==> config.mk <==
export PLATFORM = sky130hd
export DESIGN_NAME = rmask_top
export DESIGN_NICKNAME = d
export VERILOG_FILES = /design/src/pkg/rmask_pkg.sv /design/src/rtl/rmask_top.sv /design/src/rtl/rmask_stamp.sv
export SDC_FILE = /design/constraint.sdc
export NUM_CORES = 1
export LEC_CHECK = 0
export ABC_AREA = 1
export BUFFER_PORTS_ARGS = -buffer_cell sky130_fd_sc_hd__buf_2
export CORE_MARGIN = 5
export CORE_UTILIZATION = 52
export DETAILED_ROUTE_END_ITERATION = 12
export PLACE_DENSITY_LB_ADDON = 0.05
export SYNTH_ARGS = -nofsm -noshare
export SYNTH_HDL_FRONTEND = slang
export SYNTH_HIERARCHICAL = 1
export SYNTH_SLANG_ARGS = --single-unit
==> constraint.sdc <==
create_clock -name clock_i -period 1.75 [get_ports clock_i]
set_input_delay 0.0875 -clock clock_i [delete_from_list [all_inputs] [get_ports clock_i]]
set_output_delay 0.0875 -clock clock_i [all_outputs]
set_load 0.05 [all_outputs]
==> src/pkg/rmask_pkg.sv <==
package rmask_pkg;

   // ----------------------------------------------------------------
   // Register map
   // ----------------------------------------------------------------
   localparam int unsigned ADDR_W           = 6;
   localparam logic [5:0]  OFS_CONTROL_ONE  = 6'h04;
   localparam logic [5:0]  OFS_IRQ_MASK     = 6'h0E;
   localparam logic [5:0]  OFS_PENDING      = 6'h0F;

   // Reset values
   localparam logic [7:0]  RST_CONTROL_ONE  = 8'h22;
   localparam logic [7:0]  RST_IRQ_MASK     = 8'h00;
   localparam logic [7:0]  RST_PENDING      = 8'h00;
   localparam logic [7:0]  RST_READ_DATA    = 8'h00;
   localparam logic [7:0]  UNMAPPED_DATA    = 8'h00;

   // ----------------------------------------------------------------
   // Field positions in control_one
   // ----------------------------------------------------------------
   localparam int unsigned CTL_LEVEL_SEL    = 0;
   localparam int unsigned CTL_MASK_VIS     = 1;
   localparam int unsigned CTL_RX_BL        = 4;
   localparam int unsigned CTL_TX_CRC       = 5;
   localparam int unsigned CTL_STAMP_EN     = 6;

   // ----------------------------------------------------------------
   // Event bit positions in mask and pending flags
   // ----------------------------------------------------------------
   localparam int unsigned EV_SYNTH_LOCK    = 0;
   localparam int unsigned EV_SYNTH_UNLOCK  = 1;
   localparam int unsigned EV_FRAME_RX_ST   = 2;
   localparam int unsigned EV_FRAME_END     = 3;
   localparam int unsigned EV_CHAN_DONE     = 4;
   localparam int unsigned EV_ADDR_MATCH    = 5;
   localparam int unsigned EV_BUF_VIOL      = 6;
   localparam int unsigned EV_SUPPLY_LOW    = 7;

   // Event sources, bit 7 down to bit 0
   typedef struct packed {
      logic supply_low_event;
      logic buffer_access_violation_event;
      logic address_match_event;
      logic channel_assess_done_event;
      logic frame_end_event;
      logic frame_rx_start_event;
      logic synth_unlock_event;
      logic synth_lock_event;
   } rmask_events_t;

   // Register access strobes from the serial port engine
   typedef struct packed {
      logic              wr;
      logic              rd;
      logic [ADDR_W-1:0] addr;
      logic [7:0]        wdata;
   } rmask_reg_req_t;

   // Complete state of the collection logic
   typedef struct packed {
      logic [7:0] ctrl;
      logic [7:0] mask;
      logic [7:0] flags;
      logic [7:0] rdata;
      logic       irq_pin;
      logic       pa_off;
   } rmask_state_t;

   // State of the time-stamp pin driver
   typedef struct packed {
      logic pin;
   } rmask_stamp_state_t;

endpackage

==> src/rtl/rmask_top.sv <==
// Function
// RQ1 - Each mask bit enables its event source at one, disables it at zero.
// RQ2 - The mask resets to all zeros, every interrupt disabled.
// RQ3 - Bits 7..0: supply low, buffer violation, address match, ... lock.
// RQ4 - Reading pending flags returns them, then clears all and the pin.
// RQ5 - Pending flags are read-only, reset to zero, held until read.
// RQ6 - Request pin asserts while any pending flag has its mask bit set.
// RQ7 - Visibility off: masked events are not recorded.
// RQ8 - Visibility on (reset value): every event is recorded.
// RQ9 - Events recorded only by visibility never assert the request pin.
// RQ10 - Control bit 0 picks request pin level: zero high, one low.
// RQ11 - Buffer empty indication on the request pin is always active high.
// RQ12 - Level select does not alter receive buffer indicator control.
// RQ13 - Control bit 6 set: stamp pin rises at frame header reception.
// RQ14 - Stamp pin signals even with frame receive start masked.
// RQ15 - Stamp pin stays high until the frame procedure ends.
// RQ16 - Host reads pending flags after the request pin asserts.
// RQ17 - Host reads pending flags once before enabling an interrupt.
// RQ18 - Host reads pending flags before switching visibility on.
// RQ19 - Control resets with bits 5 and 1 set, others zero.
// RQ20 - Flags persist; synth lock and unlock clear each other.
// RQ21 - Synth unlock during transmit switches the power amplifier off.
// RQ22 - An event coinciding with a flag read survives to the next read.
`timescale 1ns/1ps
module rmask_top
   import rmask_pkg::*;
(
   // Clock and reset
   input  wire logic           clock_i,
   input  wire logic           reset_i,
   // Register access from the serial port engine
   input  wire rmask_reg_req_t reg_req_i,
   output logic [7:0]          reg_rdata_o,
   // Event sources, one-cycle pulses
   input  wire rmask_events_t  events_i,
   // Transceiver status
   input  wire logic           tx_active_i,
   input  wire logic           frame_header_rx_i,
   input  wire logic           frame_done_i,
   input  wire logic           fb_empty_ind_en_i,
   input  wire logic           fb_empty_i,
   // Pins and controls out
   output logic                irq_pin_o,
   output logic                timestamp_pin_o,
   output logic                pa_off_o,
   output logic                rx_buffer_indicator_ctrl_o,
   output logic                tx_auto_crc_o
);

   rmask_state_t st_r;
   rmask_state_t st_nxt;

   logic [7:0] ev_vec;
   logic [7:0] ev_rec;
   logic [7:0] pair_clr;
   logic       rd_pending;
   logic       req_any;

   // ----------------------------------------------------------------
   // Helpers
   // ----------------------------------------------------------------
   // Address match for a strobe, used by read and write decode
   function automatic logic hit(input logic [ADDR_W-1:0] a,
                                input logic [5:0]        ofs);
      return a == ofs[ADDR_W-1:0];
   endfunction

   // ----------------------------------------------------------------
   // Event recording
   // ----------------------------------------------------------------
   // Struct order already places supply low at bit 7 and lock at bit 0
   assign ev_vec     = events_i;                        // [RQ3]
   assign rd_pending = reg_req_i.rd && hit(reg_req_i.addr, OFS_PENDING);

   // Visibility bit lets masked events through to the flags only
   always_comb begin
      if (st_r.ctrl[CTL_MASK_VIS]) begin
         ev_rec = ev_vec;                               // [RQ8]
      end else begin
         ev_rec = ev_vec & st_r.mask;                   // [RQ7] [RQ1]
      end
   end

   // A recorded lock wipes unlock and vice versa; when both come at
   // once both stay, so neither event is silently lost
   always_comb begin
      pair_clr = '0;
      pair_clr[EV_SYNTH_UNLOCK] = ev_rec[EV_SYNTH_LOCK];   // [RQ20]
      pair_clr[EV_SYNTH_LOCK]   = ev_rec[EV_SYNTH_UNLOCK]; // [RQ20]
   end

   // ----------------------------------------------------------------
   // Next state
   // ----------------------------------------------------------------
   always_comb begin
      st_nxt = st_r;

      // Register writes; pending flags ignore writes
      if (reg_req_i.wr) begin
         if (hit(reg_req_i.addr, OFS_CONTROL_ONE)) begin
            st_nxt.ctrl = reg_req_i.wdata;
         end
         if (hit(reg_req_i.addr, OFS_IRQ_MASK)) begin
            st_nxt.mask = reg_req_i.wdata;              // [RQ1]
         end
      end

      // Read data returns the flags as they stand before the clear
      if (reg_req_i.rd) begin
         if (hit(reg_req_i.addr, OFS_CONTROL_ONE)) begin
            st_nxt.rdata = st_r.ctrl;
         end else if (hit(reg_req_i.addr, OFS_IRQ_MASK)) begin
            st_nxt.rdata = st_r.mask;
         end else if (rd_pending) begin
            st_nxt.rdata = st_r.flags;                  // [RQ4]
         end else begin
            st_nxt.rdata = UNMAPPED_DATA;
         end
      end

      // Clear on read, then new events set: set beats clear
      st_nxt.flags = rd_pending ? RST_PENDING : st_r.flags; // [RQ4] [RQ5]
      st_nxt.flags = (st_nxt.flags & ~pair_clr) | ev_rec;   // [RQ22]

      // Pin follows the enabled flags; visibility-only flags have a
      // zero mask bit and so stay silent. Buffer empty use overrides
      req_any = |(st_nxt.flags & st_nxt.mask);          // [RQ6] [RQ9]
      if (fb_empty_ind_en_i) begin
         st_nxt.irq_pin = fb_empty_i;                   // [RQ11]
      end else begin
         st_nxt.irq_pin = req_any ^ st_nxt.ctrl[CTL_LEVEL_SEL]; // [RQ10]
      end

      // Amplifier cut on unlock while sending, held for the transmit
      if (!tx_active_i) begin
         st_nxt.pa_off = 1'b0;
      end else if (ev_vec[EV_SYNTH_UNLOCK]) begin
         st_nxt.pa_off = 1'b1;                          // [RQ21]
      end
   end

   // State register; the pin idles low, which is inactive at reset
   always_ff @(posedge clock_i) begin
      if (reset_i) begin
         st_r.ctrl    <= RST_CONTROL_ONE;               // [RQ19]
         st_r.mask    <= RST_IRQ_MASK;                  // [RQ2]
         st_r.flags   <= RST_PENDING;                   // [RQ5]
         st_r.rdata   <= RST_READ_DATA;
         st_r.irq_pin <= 1'b0;
         st_r.pa_off  <= 1'b0;
      end else begin
         st_r <= st_nxt;
      end
   end

   // ----------------------------------------------------------------
   // Outputs
   // ----------------------------------------------------------------
   // Receive buffer control leaves straight from its bit, untouched
   // by the level select
   assign reg_rdata_o                = st_r.rdata;
   assign irq_pin_o                  = st_r.irq_pin;
   assign pa_off_o                   = st_r.pa_off;
   assign rx_buffer_indicator_ctrl_o = st_r.ctrl[CTL_RX_BL]; // [RQ12]
   assign tx_auto_crc_o              = st_r.ctrl[CTL_TX_CRC];

   // Time-stamp pin driver
   rmask_stamp u_stamp (
      .clock_i         (clock_i),
      .reset_i         (reset_i),
      .enable_i        (st_r.ctrl[CTL_STAMP_EN]),       // [RQ13]
      .header_rx_i     (frame_header_rx_i),
      .frame_done_i    (frame_done_i),
      .timestamp_pin_o (timestamp_pin_o)
   );
endmodule

==> src/rtl/rmask_stamp.sv <==
`timescale 1ns/1ps
module rmask_stamp
   import rmask_pkg::*;
(
   // Clock and reset
   input  wire logic clock_i,
   input  wire logic reset_i,
   // Control and frame timing
   input  wire logic enable_i,
   input  wire logic header_rx_i,
   input  wire logic frame_done_i,
   // Pin
   output logic      timestamp_pin_o
);

   rmask_stamp_state_t st_r;
   rmask_stamp_state_t st_nxt;

   // ----------------------------------------------------------------
   // Pin level
   // ----------------------------------------------------------------
   // Raised at the header, independent of the interrupt mask; held
   // until the frame procedure ends. Header wins over a same-cycle end
   always_comb begin
      st_nxt = st_r;
      if (!enable_i) begin
         st_nxt.pin = 1'b0;
      end else if (header_rx_i) begin
         st_nxt.pin = 1'b1;              // [RQ13] [RQ14]
      end else if (frame_done_i) begin
         st_nxt.pin = 1'b0;              // [RQ15]
      end
   end

   // State register
   always_ff @(posedge clock_i) begin
      if (reset_i) begin
         st_r <= '0;
      end else begin
         st_r <= st_nxt;
      end
   end

   assign timestamp_pin_o = st_r.pin;
endmodule

==> out/metrics.yaml <==
job:
  maxCapViolations: 0
cts:
  cts_setup_buffers: 0
  clk_latency_ns: 0.34
  cts-root-buf: "clkbuf_4"
  cts_buffer_depth: 2
  htree_levels: 2
  cts_buffers: 5
  clk_pin_slew_ns: 0.11
  cts_sinks: 35
  cts_resized: 0
  cts_tree: "yes"
timing:
  finalHoldViolCount: 0
  fmax_mhz: 652
  tns_ns: 0
  finClkSkew_ns: 0.00895
  worst_slew_pin_slew_ns: 0.439
  setup_viol: 0
  grt_setup_unrepaired: "false"
  relSlewSlack_pct: 70.7
  slew_violations: 0
  period_share_pct: 87.6
  fin_crit_ns: 1.53
critical_path:
  critPathTopFamily: "simple AND/OR/NAND/NOR gates"
  arrival_ns: 1.78
  rr_startpoint: "st_r[27]"
  slowest_stage: "dfxtp_1"
  timing.rr.end: "irq_pin_o"
  ff2ff_setup_slack_ns: 0.22
  crit_buf_inv: 1
  critical-path-top-cell-by-count: "nand2_1"
  worstPathCellList: "nor2_1 > nor2_1 > nor2_1 > nand2_1 > nand2_1 > nand2_1 > nand2_1 > nor2_2 > nand2_1 > nand2_1 > nand3_1 > nand2_1 > inv_1"
  reg2regPathDepth: 13
  startpoint_type: "flop"
  endpoint_kind: "flop"
  required_ns: 2.00
  crit_type: "flop to flop"
  crit_fanout: 10
  cpPeakStageDelay_ns: 0.55
status:
  status: "completed"
synth:
  synth_top_family_by_area: "simple AND/OR/NAND/NOR gates"
  seq_area_frac_synth_pct: 39.4
  ys_types: 25
  synth_seq_cells: 35
  syn-cell-area_sq_um: 1780
  synth_compound_area_share_pct: 16.2
  synth-simple-area-share_pct: 33.7
  synthAdderAreaFrac_pct: 0
  yosys_warnings: 6
  avgSynthCellArea_sq_um: 7.44
  synthXorXnorAreaFrac_pct: 0
  synth_fp_nets: 270
  syn_inst: 239
  synth_mux_area_share_pct: 0
global_route:
  grt_overflow: 0
  grt_start_max_net_pins: 23
  grt_pass1_vias: 1559
  grt_usage_pct: 20.9
  antenna_found_initial: 0
  grt_pass1_wl_mm: 7.22
final_layout:
  regArea_sq_um: 701
  diodes: 0
  multi_input_area_sq_um: 887
  synthToLayoutAreaGrowth_pct: 18.6
  n_fill_cell: 344
  fin_nets: 315
  drive_gt1_share_pct: 26.7
power_and_ir_drop:
  power_density_nw_per_um2: 744
  p_sw_w: 0.000430
  netSwitchingFraction_pct: 27.4
  power_w: 0.00157
  power_frac_seq_pct: 53.2
  comb_power_share_pct: 14.6
  ir_drop_mv: 0.414
  p_leak_nw: 0.959
  p_clk_share_pct: 32.2
  p_int_w: 0.00114
placement:
  gp_congestion: 0.855
  dpl.hpwl_mm: 3.17
  io_buffers: 43
floorplanning:
  pin_count: 44
  start_util_pct: 53.7
  die_x_um: 68.5
  fp-row-count: 21
  die_y_um: 68.5
  dieArea_sq_um: 4690
  core_sq_um: 3310
detailed_routing:
  drc: 0
  post_drt_wl_per_cell_um: 13.2
  first_pass_iters: 4
  postRouteAntennaNets: 0
  via_count: 1705
  vias_per_cell: 5.15
  initialDrtViolationCount: 162
  wl_mm: 4.38
hold_path:
  holdPathEnd: "st_r[28]"
  hold_class: "primary input to flop"
  holdPathStages: 3
  min_from: "reg_req_i[2]"
## timing repair
item | CTS | global route
hold buffers | 6 | 0
hold endpoints to repair | 4 | 0
endpoints found under the setup margin | 0 | 0
## power groups by stage
stage / clock network, W / logic [W] / registers [W]
4_1_cts: 0.000510 / 0.000229 / 0.000835
3_3_place_gp: 0 / 0.000219 / 0.000853
2_1_floorplan: 0 / 0.000147 / 0.000861
3_5_place_dp: 0 / 0.000219 / 0.000853
5_1_grt: 0.000543 / 0.000251 / 0.000838
6_report: 0.000505 / 0.000228 / 0.000835
## per-stage QoR
stage	std cells	hold WS, ns	setup slack [ns]	area, sq um	util [%]
6_report	331	0.00304	0.217	2110	63.7
5_1_grt	331	0.0176	0.0524	2110	63.7
2_1_floorplan	239	0.201	0.449	1780	-
4_1_cts	331	0.00509	0.250	2110	63.7
3_3_place_gp	317	0.311	0.296	1980	59.8
3_5_place_dp	317	0.308	0.268	1980	59.8
## registers in the layout, indices dropped and copies added, names as in the netlist
name	count
rx_buffer_indicator_ctrl_o	1
tx_auto_crc_o	1
pa_off_o	1
reg_rdata_o	8
st_r	22
u_stamp/timestamp_pin_o	1
irq_pin_o	1
## worst register-to-register path, cell delays in order (launching register included)
cell and delay (ns):
dfxtp_1 0.55, nor2_1 0.10, nor2_1 0.14, nor2_1 0.05
nand2_1 0.08, nand2_1 0.05, nand2_1 0.06, nand2_1 0.06
nor2_2 0.11, nand2_1 0.06, nand2_1 0.05, nand3_1 0.06
nand2_1 0.05, inv_1 0.03
## routing by layer
metal	part of all wire, %	global-route usage [%]	vias to the layer above
met5	0	0	-
met4	1.1	5.21	0
met3	6.7	5.42	5
met2	47	34.7	42
met1	45	26.7	773
li1	-	-	885
## worst max path at each step
stage / from / endpoint / slack (ns) / depth (start not counted)
after floorplan: st_r[27] / irq_pin_o / 0.45 / 14
after global placement: st_r[27] / irq_pin_o / 0.30 / 13
after detailed placement: st_r[27] / irq_pin_o / 0.27 / 13
after CTS: st_r[27] / irq_pin_o / 0.25 / 13
after global routing: st_r[27] / irq_pin_o / 0.05 / 13
final: st_r[27] / irq_pin_o / 0.22 / 13
## cell usage in the layout (no fill, tap or decap), types with 6 or more instances in the layout
cell type      synthesis  final
nor2_1                18     18
buf_4                 10      7
buf_2                  2     43
a41oi_1                6      6
dlygate4sd3_1          0      6
o21ai_0               22     22
nand3_1               12     12
inv_1                 17     17
a21oi_1               16     16
nand4_1               12     12
dfxtp_1               35     35
nand2_1               61     61
## Yosys cell counts
cell type / count / area (sq um)
nand2_1: 61 / 229
dfxtp_1: 35 / 701
o21ai_0: 22 / 110
nor2_1: 18 / 67.6
inv_1: 17 / 63.8
a21oi_1: 16 / 80.1
nand3_1: 12 / 60.1
nand4_1: 12 / 75.1
buf_4: 10 / 75.1
a41oi_1: 6 / 52.6
nand2_2: 5 / 31.3
clkbuf_1: 4 / 15.0
nor2_4: 4 / 45.0
a31oi_1: 2 / 12.5
buf_2: 2 / 10.0
buf_6: 2 / 22.5
nand3_4: 2 / 35.0
nand4_2: 2 / 25.0
a21oi_2: 1 / 8.76
inv_2: 1 / 3.75
nand3_2: 1 / 10.0
nor2_2: 1 / 6.26
nor4b_2: 1 / 15.0
o21a_1: 1 / 7.51
o21ai_4: 1 / 16.3
## kinds of logic (layout without fill, tap and decap cells)
group	after synthesis	after routing
AOI/OAI and AO/OA	49	49
DFF	35	35
buffers and inverters	36	82
and+or+nand+nor	119	119
## cell type report
cell class	count	area share, %
Tap cell	46	2.73
Timing Repair Buffer	56	15.5
Sequential cell	35	33.2
Inverter	18	3.20
Clock buffer	8	3.26
Multi-Input combinational cell	168	42.1
Note: power is estimated with default switching activity, not from simulation.
